**src/pdv_params.svh**
```systemverilog
// Constants for the receive delay-variation slip offset block.
// Assumes inclusion by bare name from the package and the design modules.
`ifndef PDV_PARAMS_SVH
`define PDV_PARAMS_SVH
`define TS_WIDTH        32
`define SLIP_WIDTH      16
`define FRAME_WIDTH     16
`define PTR_WIDTH       12
`define SILENCE_BASE    16'h0010
`define SLIP_RESET_VAL  16'h0000
`define TS_RESET_VAL    32'h0000_0000
`define PTR_RESET_VAL   12'h000
`define FRAME_RESET_VAL 16'h0000
`endif

```
**src/pdv_pkg.sv**
```systemverilog
// Types shared by the slip offset block and its timestamp helper.
// Assumes pdv_params.svh is on the include path.
`include "pdv_params.svh"
package pdv_pkg;
   typedef logic [2:0] min_slip_type;
   // Cause of the latest slip offset change, one-hot
   typedef enum logic [4:0] {
      CAUSE_NONE    = 5'h01,
      CAUSE_INIT    = 5'h02,
      CAUSE_RESET   = 5'h04,
      CAUSE_OVERRUN = 5'h08,
      CAUSE_UNDERRN = 5'h10
   } cause_type;
endpackage

```
**src/pdv_calc_if.sv**
```systemverilog
// Carrier between the slip offset controller and its timestamp helper.
// Assumes both ends sit in one clock domain; the helper is combinational.
`include "pdv_params.svh"
interface pdv_calc_if;
   import pdv_pkg::*;
   logic [`TS_WIDTH-1:0]    pkt_ts;
   logic                    has_rtp;
   logic [`TS_WIDTH-1:0]    last_remote;
   logic [`FRAME_WIDTH-1:0] last_frames;
   logic [`TS_WIDTH-1:0]    local_ts;
   min_slip_type            min_slip;
   logic [`FRAME_WIDTH-1:0] lost_frames;
   logic [`TS_WIDTH-1:0]    eff_ts;
   logic [`TS_WIDTH-1:0]    delta;
   logic [`FRAME_WIDTH-1:0] threshold;
   logic                    silence_hit;
   modport ctrl (output pkt_ts, has_rtp, last_remote, last_frames, local_ts,
                 min_slip, lost_frames, input eff_ts, delta, threshold, silence_hit);
   modport calc (input pkt_ts, has_rtp, last_remote, last_frames, local_ts,
                 min_slip, lost_frames, output eff_ts, delta, threshold, silence_hit);
endinterface

```
**src/rtp_pdv_slip_offset_control.sv**
```systemverilog
// Per-connection slip offset control for received packet delay variation.
// Assumes all inputs come from logic clocked by MCLK; software-side pulses
// are one cycle wide and the structure fields are plain ports.
`include "pdv_params.svh"
module rtp_pdv_slip_offset_control
   import pdv_pkg::*;
#(
   parameter int TS_W    = `TS_WIDTH,
   parameter int SLIP_W  = `SLIP_WIDTH,
   parameter int FRAME_W = `FRAME_WIDTH,
   parameter int PTR_W   = `PTR_WIDTH
)(
   input  wire logic                     MCLK,
   input  wire logic                     RST,
   // Software side of the structure
   input  wire logic                     STRUCT_INIT,
   input  wire logic                     SET_RESET_ONCE,
   input  wire logic                     SET_RESET_SILENCE,
   input  wire logic                     SET_RESET_MARKER,
   input  wire logic                     RESET_ALWAYS,
   input  wire logic                     INIT_WITH_LEAD,
   input  wire min_slip_type             MIN_SLIP,
   input  wire logic signed [SLIP_W-1:0] MIN_DELAY,
   input  wire logic signed [SLIP_W-1:0] INIT_LEAD,
   input  wire logic        [TS_W-1:0]   DESIRED_DELTA,
   input  wire logic        [PTR_W-1:0]  OVERRUN_LEAD,
   // Packet path
   input  wire logic                     PKT_VALID,
   input  wire logic        [TS_W-1:0]   PKT_TS,
   input  wire logic                     PKT_HAS_RTP,
   input  wire logic                     PKT_MARKER,
   input  wire logic        [FRAME_W-1:0] PKT_FRAMES,
   input  wire logic        [FRAME_W-1:0] LOST_FRAMES,
   input  wire logic        [TS_W-1:0]   LOCAL_TS,
   // Slip events from the buffer logic
   input  wire logic                     SLIP_EVT,
   input  wire logic                     SLIP_OVERRUN,
   input  wire logic        [SLIP_W-1:0] SLIP_FRAMES,
   input  wire logic        [PTR_W-1:0]  TDM_RD_PTR,
   // Structure state written back
   output logic                          FLAG_RESET_ONCE,
   output logic                          FLAG_RESET_SILENCE,
   output logic                          FLAG_RESET_MARKER,
   output logic                          FIRST_PACKET_SEEN,
   output logic signed      [SLIP_W-1:0] SLIP_OFFSET,
   output logic             [TS_W-1:0]   LAST_REMOTE_TS,
   output logic             [TS_W-1:0]   LAST_LOCAL_TS,
   output logic             [TS_W-1:0]   LAST_DELTA,
   output logic             [TS_W-1:0]   PLAY_TS,
   output logic                          PKT_DONE,
   output cause_type                     LAST_CAUSE,
   output logic             [PTR_W-1:0]  WR_PTR,
   output logic                          WR_PTR_LOAD
);

   pdv_calc_if calc_bus ();

   logic                     once_reg, once_next;
   logic                     sil_reg, sil_next;
   logic                     mark_reg, mark_next;
   logic                     seen_reg, seen_next;
   logic signed [SLIP_W-1:0] slip_reg, slip_next;
   logic [TS_W-1:0]          remote_reg, local_reg, delta_reg, play_reg;
   logic [FRAME_W-1:0]       frames_reg;
   logic                     done_reg;
   cause_type                cause_reg, cause_next;
   logic [PTR_W-1:0]         wptr_reg;
   logic                     wload_reg;

   // Helper sees registered history and the current packet
   assign calc_bus.pkt_ts      = PKT_TS;
   assign calc_bus.has_rtp     = PKT_HAS_RTP;
   assign calc_bus.last_remote = remote_reg;
   assign calc_bus.last_frames = frames_reg;
   assign calc_bus.local_ts    = LOCAL_TS;
   assign calc_bus.min_slip    = MIN_SLIP;
   assign calc_bus.lost_frames = LOST_FRAMES;

   pdv_ts_calc i_pdv_ts_calc (
      .c (calc_bus.calc)
   );

   // Packet classification; a first packet never takes a reset request
   wire first_pkt  = PKT_VALID && !seen_reg;
   wire later_pkt  = PKT_VALID && seen_reg;
   wire hit_once   = later_pkt && once_reg;
   wire hit_sil    = later_pkt && sil_reg && calc_bus.silence_hit;
   wire hit_mark   = later_pkt && mark_reg && PKT_MARKER;
   wire hit_always = later_pkt && RESET_ALWAYS;
   wire do_reset   = hit_once || hit_sil || hit_mark || hit_always;
   wire init_lead  = first_pkt && INIT_WITH_LEAD;
   // Reset-always freezes the offset, so slips are not counted then
   wire slip_ok    = SLIP_EVT && !RESET_ALWAYS && !do_reset && !init_lead;
   wire signed [SLIP_W-1:0] lead_sum = MIN_DELAY + INIT_LEAD;
   wire signed [SLIP_W-1:0] slip_add = slip_reg + $signed(SLIP_FRAMES);
   wire signed [SLIP_W-1:0] slip_sub = slip_reg - $signed(SLIP_FRAMES);

   // Request flags: a software set in the clearing cycle survives
   assign once_next = (once_reg && !hit_once) || SET_RESET_ONCE;
   assign sil_next  = (sil_reg && !hit_sil) || SET_RESET_SILENCE;
   assign mark_next = (mark_reg && !hit_mark) || SET_RESET_MARKER;
   assign seen_next = STRUCT_INIT ? 1'b0 : (seen_reg || PKT_VALID);

   // Offset update priority: structure init, then first-packet lead, then reset request, then slip event
   always_comb begin
      slip_next  = slip_reg;
      cause_next = cause_reg;
      if (STRUCT_INIT) begin
         slip_next  = `SLIP_RESET_VAL;
         cause_next = CAUSE_NONE;
      end else if (init_lead) begin
         slip_next  = lead_sum;
         cause_next = CAUSE_INIT;
      end else if (do_reset) begin
         slip_next  = `SLIP_RESET_VAL;
         cause_next = CAUSE_RESET;
      end else if (slip_ok && SLIP_OVERRUN) begin
         slip_next  = slip_add;
         cause_next = CAUSE_OVERRUN;
      end else if (slip_ok) begin
         slip_next  = slip_sub;
         cause_next = CAUSE_UNDERRN;
      end
   end
   // A first packet without lead falls through unchanged: desired delta is trusted

   // Playout stamp: remote minus desired delta minus offset
   wire [TS_W-1:0] slip_ext = TS_W'(slip_next);
   wire [TS_W-1:0] play_next = calc_bus.eff_ts - DESIRED_DELTA - slip_ext;

   // Request flags and first-packet state
   always_ff @(posedge MCLK or posedge RST) begin
      if (RST) begin
         once_reg <= 1'b0;
         sil_reg  <= 1'b0;
         mark_reg <= 1'b0;
         seen_reg <= 1'b0;
      end else begin
         once_reg <= once_next;
         sil_reg  <= sil_next;
         mark_reg <= mark_next;
         seen_reg <= seen_next;
      end
   end

   // Slip offset and its cause
   always_ff @(posedge MCLK or posedge RST) begin
      if (RST) begin
         slip_reg  <= `SLIP_RESET_VAL;
         cause_reg <= CAUSE_NONE;
      end else begin
         slip_reg  <= slip_next;
         cause_reg <= cause_next;
      end
   end

   // Per-packet timestamp history
   always_ff @(posedge MCLK or posedge RST) begin
      if (RST) begin
         remote_reg <= `TS_RESET_VAL;
         local_reg  <= `TS_RESET_VAL;
         delta_reg  <= `TS_RESET_VAL;
         play_reg   <= `TS_RESET_VAL;
         frames_reg <= `FRAME_RESET_VAL;
      end else if (PKT_VALID) begin
         remote_reg <= calc_bus.eff_ts;
         local_reg  <= LOCAL_TS;
         delta_reg  <= calc_bus.delta;
         play_reg   <= play_next;
         frames_reg <= PKT_FRAMES;
      end
   end

   // Completion pulse and overrun write pointer reload
   always_ff @(posedge MCLK or posedge RST) begin
      if (RST) begin
         done_reg  <= 1'b0;
         wptr_reg  <= `PTR_RESET_VAL;
         wload_reg <= 1'b0;
      end else begin
         done_reg  <= PKT_VALID;
         wload_reg <= SLIP_EVT && SLIP_OVERRUN;
         if (SLIP_EVT && SLIP_OVERRUN) begin
            wptr_reg <= TDM_RD_PTR + OVERRUN_LEAD;
         end
      end
   end

   assign FLAG_RESET_ONCE    = once_reg;
   assign FLAG_RESET_SILENCE = sil_reg;
   assign FLAG_RESET_MARKER  = mark_reg;
   assign FIRST_PACKET_SEEN  = seen_reg;
   assign SLIP_OFFSET        = slip_reg;
   assign LAST_REMOTE_TS     = remote_reg;
   assign LAST_LOCAL_TS      = local_reg;
   assign LAST_DELTA         = delta_reg;
   assign PLAY_TS            = play_reg;
   assign PKT_DONE           = done_reg;
   assign LAST_CAUSE         = cause_reg;
   assign WR_PTR             = wptr_reg;
   assign WR_PTR_LOAD        = wload_reg;
endmodule

```
**src/pdv_ts_calc.sv**
```systemverilog
// Timestamp helper: effective remote stamp, remote/local delta, silence test.
// Assumes inputs are stable values of the controller's clock domain; only the history inputs are registered.
`include "pdv_params.svh"
module pdv_ts_calc
   import pdv_pkg::*;
(
   pdv_calc_if.calc c
);
   // Without RTP the stamp is emulated from the previous packet's frame count
   assign c.eff_ts = c.has_rtp ? c.pkt_ts
                   : c.last_remote + `TS_WIDTH'(c.last_frames);
   // Delta is remote minus local, wrapping like the stamps themselves
   assign c.delta = c.eff_ts - c.local_ts;
   // Threshold is 16 frames doubled per code step
   assign c.threshold = `SILENCE_BASE << c.min_slip;
   assign c.silence_hit = (c.lost_frames >= c.threshold);
endmodule

```
**config.mk**
```make
export PLATFORM = sky130hd
export DESIGN_NAME = rtp_pdv_slip_offset_control
export DESIGN_NICKNAME = d
export VERILOG_FILES = /design/src/pdv_pkg.sv /design/src/pdv_calc_if.sv /design/src/rtp_pdv_slip_offset_control.sv /design/src/pdv_ts_calc.sv
export VERILOG_INCLUDE_DIRS = /design/src
export SDC_FILE = /design/constraint.sdc
export NUM_CORES = 1
export LEC_CHECK = 0
export ABC_CLOCK_PERIOD_IN_PS = 18800
export BUFFER_PORTS_ARGS = -buffer_cell sky130_fd_sc_hd__buf_4
export CAP_MARGIN = 10
export CORE_UTILIZATION = 55
export DETAILED_ROUTE_END_ITERATION = 8
export PLACE_DENSITY = 0.82
export SYNTH_ARGS = -nofsm -noshare
export SYNTH_HDL_FRONTEND = slang
export SYNTH_HIERARCHICAL = 1
export SYNTH_SLANG_ARGS = --single-unit
```
**constraint.sdc**
```tcl
create_clock -name MCLK -period 18.8 [get_ports MCLK]
set_input_delay 5.64 -clock MCLK [delete_from_list [all_inputs] [get_ports MCLK]]
set_output_delay 5.64 -clock MCLK [all_outputs]
set_load 0.05 [all_outputs]
```
==> flow_summary.yaml, run 1 <==
timing:
  fin_skew_ns: 0.0196
  fin_ws_ns: 5.66
  min_period_ns: 13.14
  timing_max_transition_violations_final: 0
  fin_tns_setup_ns: 0
  clock.fmax_mhz: 76.1
  timing.max_slew.rel_slack_pct: 34.3
  timing_worst_slew_pin_value_ns: 0.985
  rsz0062_at_grt: "false"
  setup_viol: 0
  final_min_period_over_clock_period_pct: 69.9
  final-hold-violation-count: 0
worst_setup_path:
  worst_ep_required_ns: 19.17
  crit_path_start_kind: "input pin"
  worst-setup-path-type: "input pin to flip-flop"
  worstPathArrival_ns: 13.51
  slowest_delay_ns: 0.64
  crit_path_end_kind: "flip-flop"
  cp_slowest_cell: "nor2_1"
  cell_repeated_most_along_the_worst_path: "o21a_1"
  worstPathMaxFanout: 14
cells_and_area:
  nNetsFinal: 2390
  layout.cell_area.non_filler_mm2: 0.0190
  layout-area-overhead-vs-synth_pct: 24.8
  post_route_cells_drive_above_1_share_pct: 29.5
  post-route-util_pct: 70.2
global_routing:
  grt_start_max_net_pins: 114
  wire_length_of_the_first_global_routing_pass_um: 70500
  global_route_total_usage_across_every_layer_pct: 31.7
  grt_antenna_before_repair: 3
  globalRoute.totalOverflow: 0
  grt_pass1_vias: 13600
cts:
  post_cts_setup_bufs: 0
  clock_tree_from_tritoncts: "done"
  ctsRootBufferMaster: "clkbuf_16"
  clock_insertion_delay_worst_skew_ns: 0.44
  hold_bufs_inserted_after_cts: 0
  number_of_levels_in_the_clock_h_tree: 4
  number_of_cells_upsized_or_downsized_after_cts: 0
  cts_buffers: 17
  clock_sinks: 183
  path_clk_slew_ns: 0.08
  bufs_on_longest_clock_path: 2
yosys:
  syn_avg_cell_area_um2: 9.30
  syn-cell-area_mm2: 0.0152
  ys_warn_count: 6
  synth_nets: 2037
  synthCells: 1639
die:
  floorplan.die_area_mm2: 0.0284
  std_cell_rows: 60
  die_width_um: 169
  design.portCount: 383
  start_util_pct: 56.3
  die-height_um: 169
  core-area_mm2: 0.0271
detailed_routing:
  viasPerCell: 5.79
  total_iterations_of_the_first_detailed_routing_run: 6
  drtAntennaViolNets: 0
  drc_errors: 0
  detailroute.via_count: 13800
  drt_wl_total_um: 45200
  routedWlPerCell_um: 19.0
  initial_drc_count: 1031
power:
  pwr_density_mw_per_mm2: 151
  max-vdd-ir-drop_mv: 0.106
  power.static_leakage_nw: 9.18
outcome:
  status: "completed"
placed_design:
  final_weighted_congestion_in_routability_driven_placement: 0.942
  placed_cell_area_mm2: 0.0184
  pre_cts_ws_ns: 5.37
  place_hpwl_um: 35300
  portBuffers: 378
run:
  max_cap_viols: 0
hold_path:
  hold_path_class: "flip-flop to flip-flop"
worst paths after layout:
kind / from / endpoint / slack, ns / depth (start not counted)
worst max register to register: SLIP_OFFSET[4]$_DFF_PP0_ / PLAY_TS[31]$_DFFE_PP0P_ / 12.03 / 23
worst min-delay path: WR_PTR[1]$_DFFE_PP0P_ / WR_PTR[1]$_DFFE_PP0P_ / 0.49 / 2
worst max-delay path: MIN_SLIP[1] / PLAY_TS[31]$_DFFE_PP0P_ / 5.66 / 34
max in group asynchronous: RST / LAST_LOCAL_TS[10]$_DFFE_PP0P_ / 11.97 / 3
min in group asynchronous: RST / PLAY_TS[28]$_DFFE_PP0P_ / 5.30 / 2
worst min register to register: WR_PTR[1]$_DFFE_PP0P_ / WR_PTR[1]$_DFFE_PP0P_ / 0.49 / 2
through the flow:
step / total power, mW / cells / hold WS [ns]
after floorplan: 1.95 / 1639 / 0.485
after global placement: 2.40 / 2345 / 0.467
after detailed placement: 2.45 / 2345 / 0.476
after CTS: 2.85 / 2377 / 0.494
after global routing: 3.04 / 2380 / 0.525
final: 2.87 / 2380 / 0.487
worst max-delay path: cells and delay by family:
family | cells | cell delay [ns]
buf+inv | 2 | 0.35
compound gates | 17 | 2.75
simple gates | 11 | 3.44
fa+ha+maj | 3 | 1.11
xor+xnor | 1 | 0.24
cell usage in the layout, fill, tap and decap left out, types with 20 or more instances in the layout:
cell type / n
nor3_1: 23
buf_4: 382
mux2_2: 142
a21oi_1: 115
nand2_1: 122
nor2_1: 96
a21o_1: 50
inv_1: 148
nand3_1: 25
ha_1: 145
xnor2_1: 76
o21a_1: 20
fa_1: 37
o21ai_0: 105
xor2_1: 50
dfrtp_1: 182
layer usage:
layer	up-vias	GRT usage (%)	part of all wire, %	routed length [µm]
li1	6519	-	-	-
met1	6579	40.1	42	18900
met2	588	53.9	48	21600
met3	98	6.08	7.0	3170
met4	0	11.8	3.5	1580
met5	-	0	0	0
registers in the layout, indices dropped and copies added (netlist names), 5 cells and up:
register              flops
LAST_REMOTE_TS           32
LAST_LOCAL_TS            32
calc_bus.last_frames     16
PLAY_TS                  32
LAST_DELTA               32
LAST_CAUSE                5
WR_PTR                   12
SLIP_OFFSET              16
power breakdown:
part	switching, mW	total, mW	internal, mW
clock network	0.189	0.382	0.193
logic	1.16	1.89	0.725
registers	0.0859	0.598	0.512
cell type report:
cell class / count / area (µm²)
inverters: 149 / 567
flip-flops and latches: 183 / 4580
multi-input cells: 1258 / 9910
clock inverters: 14 / 184
fillers: 2105 / 8070
repair buffers: 383 / 2880
clock buffers: 18 / 429
diodes: 3 / 7.51
well taps: 372 / 465
No activity file was read; power rests on OpenSTA's default activity.
==> run 2, diff against run 1 <==
--- a/config.mk
+++ b/config.mk
@@ -6,12 +6,12 @@
 export SDC_FILE = /design/constraint.sdc
 export NUM_CORES = 1
 export LEC_CHECK = 0
-export ABC_CLOCK_PERIOD_IN_PS = 18800
+export ABC_CLOCK_PERIOD_IN_PS = 10650
 export BUFFER_PORTS_ARGS = -buffer_cell sky130_fd_sc_hd__buf_4
 export CAP_MARGIN = 10
-export CORE_UTILIZATION = 55
+export CORE_UTILIZATION = 50
 export DETAILED_ROUTE_END_ITERATION = 8
-export PLACE_DENSITY = 0.82
+export PLACE_DENSITY = 0.79
 export SYNTH_ARGS = -nofsm -noshare
 export SYNTH_HDL_FRONTEND = slang
 export SYNTH_HIERARCHICAL = 1
==> constraint.sdc (replaced) <==
create_clock -name MCLK -period 10.65 [get_ports MCLK]
set_input_delay 3.195 -clock MCLK [delete_from_list [all_inputs] [get_ports MCLK]]
set_output_delay 3.195 -clock MCLK [all_outputs]
set_load 0.05 [all_outputs]
==> run 2 against run 1 <==
Net effect:
- register-to-register slack worse by 7.8 ns
- worst hold slack got worse by 0.0037 ns
- flip-flop and latch count is the same
- first-iteration DRC count fell by 31%
- combinational power grew 75%
- clock skew shrank 0.0093 ns
==> flow_summary.yaml, run 2 (same netlist as run 1, synthesis figures left out) <==
die:
  die-height_um: 177
  std_cell_rows: 63
  core-area_mm2: 0.0298
  start_util_pct: 51.2
  die_width_um: 177
  design.portCount: 383
  floorplan.die_area_mm2: 0.0312
detailed_routing:
  drc_errors: 0
  detailroute.via_count: 13600
  drt_wl_total_um: 45800
  viasPerCell: 5.64
  total_iterations_of_the_first_detailed_routing_run: 7
  routedWlPerCell_um: 19.0
  drtAntennaViolNets: 0
  initial_drc_count: 715
outcome:
  status: "completed"
timing:
  clock.fmax_mhz: 101
  hold-worst-slack_ns: 0.484
  fin_ws_ns: 0.717
  min_period_ns: 9.93
  setup_viol: 0
  final_min_period_over_clock_period_pct: 93.3
  timing_max_transition_violations_final: 0
  timing.max_slew.rel_slack_pct: 39.0
  fin_skew_ns: 0.0103
  rsz0062_at_grt: "false"
  timing_worst_slew_pin_value_ns: 0.914
  final-hold-violation-count: 0
  fin_tns_setup_ns: 0
power:
  pwr_density_mw_per_mm2: 263
  finalPower_mw: 5.03
  switchingPower_mw: 2.48
  clockPowerShare_pct: 12.9
  power.static_leakage_nw: 9.21
  comb_power_share_pct: 65.9
  internal_power_of_the_cells_mw: 2.55
  swShare_pct: 49.3
  max-vdd-ir-drop_mv: 0.170
  sequentialPowerShare_pct: 21.2
cts:
  path_clk_slew_ns: 0.07
  post_cts_setup_bufs: 0
  ctsRootBufferMaster: "clkbuf_16"
  number_of_cells_upsized_or_downsized_after_cts: 0
  cts_buffers: 17
  clock_tree_from_tritoncts: "done"
  number_of_levels_in_the_clock_h_tree: 4
  clock_sinks: 183
  bufs_on_longest_clock_path: 2
  hold_bufs_inserted_after_cts: 0
  clock_insertion_delay_worst_skew_ns: 0.45
global_routing:
  globalRoute.totalOverflow: 0
  global_route_total_usage_across_every_layer_pct: 29.6
  met2_track_utilization_from_global_routing_pct: 49.4
  grt_pass1_vias: 13900
  global_route.usage.met1_pct: 37.8
  grt_most_used_layer: "met2"
  grt_antenna_before_repair: 3
  grt_start_max_net_pins: 116
  wire_length_of_the_first_global_routing_pass_um: 72300
  gr-usage-met3_pct: 5.65
cells_and_area:
  layout.cell_area.non_filler_mm2: 0.0191
  layout.cells.most_common: "buf_4"
  post-route-util_pct: 64.1
  layout.cells.most_common_list: "394 x buf_4, 182 x dfrtp_1, 148 x inv_1"
  layout-area-overhead-vs-synth_pct: 25.3
  nNetsFinal: 2402
  finalNonFillerCells: 2411
  post_route_cells_drive_above_1_share_pct: 29.7
worst_setup_path:
  worst_ep_required_ns: 10.98
  worst-setup-path-type: "input pin to flip-flop"
  slowest_delay_ns: 0.54
  worstPathArrival_ns: 10.26
  worstPathMaxFanout: 8
  crit_path_end_kind: "flip-flop"
  cell_repeated_most_along_the_worst_path: "o21a_1"
  cp_slowest_cell: "o311ai_2"
  crit_path_start_kind: "input pin"
placed_design:
  placed_cell_area_mm2: 0.0185
  portBuffers: 378
  final_weighted_congestion_in_routability_driven_placement: 0.946
  place_hpwl_um: 36400
  pre_cts_ws_ns: 0.251
  placed_cells: 2375
hold_path:
  hold_path_class: "flip-flop to flip-flop"
run:
  max_cap_viols: 0
run 2: cell count changes in the layout (fill, tap and decap cells not counted), sizes merged, moves of 3 or more:
cell / delta
buf: +12
clkbuf: +4
clkinvlp: +3
clkinv: -4
inv: -4
run 2: cell type report:
class | count | area, µm²
clock buffers | 22 | 454
repair buffers | 395 | 2970
clock inverters | 10 | 123
multi-input cells | 1258 | 9910
inverters | 149 | 567
well taps | 390 | 488
flip-flops and latches | 183 | 4580
diodes | 4 | 10.0
fillers | 2528 | 10700
run 2: per-layer routing:
metal,routed length (µm),vias up
li1,-,6538
met1,20000,6529
met2,21800,460
met3,2650,74
met4,1340,0
met5,0,-
run 2: worst paths after layout:
path                                           from  depth (start not counted)  slack (ns)                      end
min in group asynchronous                       RST                          2        2.90   WR_PTR[11]$_DFFE_PP0P_
hold / removal                WR_PTR[1]$_DFFE_PP0P_                          2        0.48    WR_PTR[1]$_DFFE_PP0P_
setup / recovery                        MIN_SLIP[1]                         32        0.72  PLAY_TS[28]$_DFFE_PP0P_
max in group asynchronous                       RST                          3        6.22  PLAY_TS[16]$_DFFE_PP0P_
setup reg to reg           SLIP_OFFSET[0]$_DFF_PP0_                         27        4.26  PLAY_TS[31]$_DFFE_PP0P_
hold reg to reg               WR_PTR[1]$_DFFE_PP0P_                          2        0.48    WR_PTR[1]$_DFFE_PP0P_
run 2: power by group through the flow:
| stage | sequential, mW | combinational (mW) | clock, mW |
|---|---|---|---|
| 3_5_place_dp | 1.07 | 3.28 | 0 |
| 4_1_cts | 1.07 | 3.30 | 0.658 |
| 5_1_grt | 1.09 | 3.58 | 0.687 |
| 6_report | 1.07 | 3.31 | 0.648 |
| 3_3_place_gp | 1.07 | 3.22 | 0 |
| 2_1_floorplan | 1.71 | 1.73 | 0 |
run 2: critical path, delay by kind of cell:
family          cells  cell delay, ns
fa+ha+maj           4            1.46
xor+xnor            1            0.09
compound gates     16            3.30
buf+inv             3            0.41
simple gates        7            1.53
mux                 1            0.26
==> run 3, diff against run 2 <==
--- a/config.mk
+++ b/config.mk
@@ -14,5 +14,4 @@
 export PLACE_DENSITY = 0.79
 export SYNTH_ARGS = -nofsm -noshare
 export SYNTH_HDL_FRONTEND = slang
-export SYNTH_HIERARCHICAL = 1
 export SYNTH_SLANG_ARGS = --single-unit
==> run 3 against run 2 <==
Net effect:
- combinational power is 8.5% lower
- cell count is 1.2% lower
- cell area is 1.1% lower
- sequential share of layout area is 0.26 points higher
- largest power group unchanged
==> flow_summary.yaml, run 3 <==
cts:
  path_clk_slew_ns: 0.07
  hold_bufs_inserted_after_cts: 0
  clock_tree_from_tritoncts: "done"
  clock_insertion_delay_worst_skew_ns: 0.44
  number_of_cells_upsized_or_downsized_after_cts: 0
  number_of_levels_in_the_clock_h_tree: 4
  clock_sinks: 183
  ctsRootBufferMaster: "clkbuf_16"
  post_cts_setup_bufs: 0
  bufs_on_longest_clock_path: 2
  cts_buffers: 17
die:
  core-area_mm2: 0.0296
  std_cell_rows: 63
  floorplan.die_area_mm2: 0.0308
  die-height_um: 175
  design.portCount: 383
  die_width_um: 175
  start_util_pct: 50.7
yosys:
  seq_area_frac_synth_pct: 30.5
  synthCells: 1614
  syn-cell-area_mm2: 0.0150
  yosys-top-cells-count: "182 x dfrtp_1, 142 x ha_1, 139 x inv_1"
  synth_most_common_cell: "dfrtp_1"
  asyncSetResetFlopFracSynth_pct: 100
  syn_avg_cell_area_um2: 9.32
  ys_warn_count: 0
  synth_nets: 2010
  number_of_enable_type_register_cells_in_the_synthesized_netlist: 0
  post_synth_num_cell_types: 85
  synth-main-ff-cell: "dfrtp_1"
  synthDominantCellAreaShare_pct: 30.3
  yosys.area.top_type: "dfrtp_1"
  postSynthRegisterBits: 183
  ys_top_cells_by_area: "dfrtp_1 30%, ha_1 12%, mux2_2 9.0%"
power:
  power.static_leakage_nw: 9.16
  pwr_density_mw_per_mm2: 252
  max-vdd-ir-drop_mv: 0.183
cells_and_area:
  post_route_cells_drive_above_1_share_pct: 28.3
  post-route-util_pct: 63.8
  layout-area-overhead-vs-synth_pct: 25.7
  finalNonFillerCells: 2382
  layout.cells.most_common_list: "385 x buf_4, 182 x dfrtp_1, 142 x ha_1"
  nNetsFinal: 2370
  fillerInstances: 2525
  layout.cells.most_common: "buf_4"
detailed_routing:
  drtAntennaViolNets: 0
  initial_drc_count: 752
  drt_wl_total_um: 45400
  total_iterations_of_the_first_detailed_routing_run: 5
  drc_errors: 0
  viasPerCell: 5.64
  routedWlPerCell_um: 19.1
  detailroute.via_count: 13400
global_routing:
  met2_track_utilization_from_global_routing_pct: 51.0
  grt_antenna_before_repair: 5
  grt_most_used_layer: "met2"
  gr-usage-met3_pct: 6.58
  global_route.usage.met1_pct: 36.0
  globalRoute.totalOverflow: 0
  grt_pass1_vias: 13400
  grt_start_max_net_pins: 123
  wire_length_of_the_first_global_routing_pass_um: 70500
  global_route_total_usage_across_every_layer_pct: 29.3
hold_path:
  hold_path_class: "flip-flop to flip-flop"
  hp-start: "WR_PTR[10]$_DFFE_PP0P_"
placed_design:
  portBuffers: 378
  final_weighted_congestion_in_routability_driven_placement: 0.930
  placed_cells: 2345
  place_hpwl_um: 36000
worst_setup_path:
  worst-setup-path-type: "input pin to flip-flop"
  worstPathMaxFanout: 15
  worstPathArrival_ns: 9.59
  critPathLaunch: "MIN_SLIP[0]"
  worst_ep_required_ns: 11.00
  crit_path_end_kind: "flip-flop"
  critical_path.reg2reg.startpoint: "LAST_REMOTE_TS[0]$_DFFE_PP0P_"
  crit_path_start_kind: "input pin"
outcome:
  status: "completed"
timing:
  final_min_period_over_clock_period_pct: 86.8
  setup_viol: 0
  fin_tns_setup_ns: 0
  final-hold-violation-count: 0
  timing.max_slew.rel_slack_pct: 40.7
  timing_max_transition_violations_final: 0
  timing_worst_slew_pin_value_ns: 0.890
  fin_skew_ns: 0.0152
  rsz0062_at_grt: "false"
  min_period_ns: 9.25
  clock.fmax_mhz: 108
run:
  max_cap_viols: 0
run 3: cell count changes in the layout (fill, tap and decap cells not counted), moves of 10 or more:
cell / change
nor2_1: +11
o21ai_0: -31
nor3_1: +12
nand2_1: -17
xor2_1: -14
and3_1: +14
inv_1: -10
mux2_2: -22
o21bai_1: +10
run 3: metal layers:
layer	part of all wire [%]	vias to the layer above	wire, µm
met5	0	-	0
met4	2.3	0	1070
met3	6.9	60	3150
met2	49	452	22400
met1	41	6433	18800
li1	-	6478	-
run 3: kinds of logic after synthesis:
logic type	Yosys count	synth area share (%)
flops	183	30.5
compound gates	441	19.7
buf+inv	186	4.65
mux	127	9.48
simple gates	386	12.4
fa+ha+maj	180	16.9
xor+xnor	111	6.46
run 3: report_power, final:
| group | switching (mW) | internal [mW] | leakage, nW |
|---|---|---|---|
| logic | 1.86 | 1.17 | 6.68 |
| clock network | 0.292 | 0.401 | 0.298 |
| registers | 0.153 | 0.894 | 2.18 |
| total | 2.30 | 2.46 | 9.16 |
run 3: final timing paths:
| check | end | slack [ns] | cells past startpoint |
|---|---|---|---|
| setup / recovery | PLAY_TS[30]$_DFFE_PP0P_ | 1.40 | 23 |
| hold / removal | WR_PTR[10]$_DFFE_PP0P_ | 0.48 | 2 |
| setup reg to reg | PLAY_TS[29]$_DFFE_PP0P_ | 4.13 | 24 |
| hold reg to reg | WR_PTR[10]$_DFFE_PP0P_ | 0.48 | 2 |
| max in group asynchronous | PLAY_TS[3]$_DFFE_PP0P_ | 6.35 | 3 |
| min in group asynchronous | LAST_LOCAL_TS[4]$_DFFE_PP0P_ | 2.92 | 2 |
run 3: cell type report:
class | instances | area (µm²) | share of cell area [%]
Clock inverter | 11 | 171 | 0.907
Sequential cell | 183 | 4580 | 24.2
Clock buffer | 21 | 450 | 2.38
Inverter | 141 | 537 | 2.84
Multi-Input combinational cell | 1245 | 9760 | 51.6
Tap cell | 390 | 488 | 2.58
Timing Repair Buffer | 386 | 2900 | 15.4
Antenna cell | 5 | 12.5 | 0.0662
run 3: critical path, cell delays in order:
cell       delay [ns]
buf_4            0.14
or3b_2           0.47
ha_1             0.30
a21oi_1          0.12
a21oi_1          0.10
o2111ai_1        0.45
nand3_4          0.24
or2_1            0.48
nor2_1           0.18
a21oi_1          0.05
o22a_1           0.24
fa_1             0.46
ha_1             0.39
a21o_1           0.16
a21oi_1          0.12
nor4_1           0.58
o21ai_1          0.24
a211oi_1         0.52
o21ai_1          0.18
a22oi_1          0.40
o211ai_1         0.18
and3_1           0.20
o31ai_1          0.18
run 3: stage by stage:
| stage | setup WS (ns) | hold slack [ns] | power, mW | cell area [µm²] |
|---|---|---|---|---|
| floorplan | 2.02 | 0.485 | 3.22 | 15000 |
| global placement | 1.05 | 0.463 | 3.99 | 18300 |
| detailed placement | 1.02 | 0.469 | 4.06 | 18300 |
| CTS | 1.42 | 0.485 | 4.77 | 18900 |
| global route | 1.06 | 0.511 | 5.06 | 18900 |
| finish | 1.40 | 0.480 | 4.77 | 18900 |
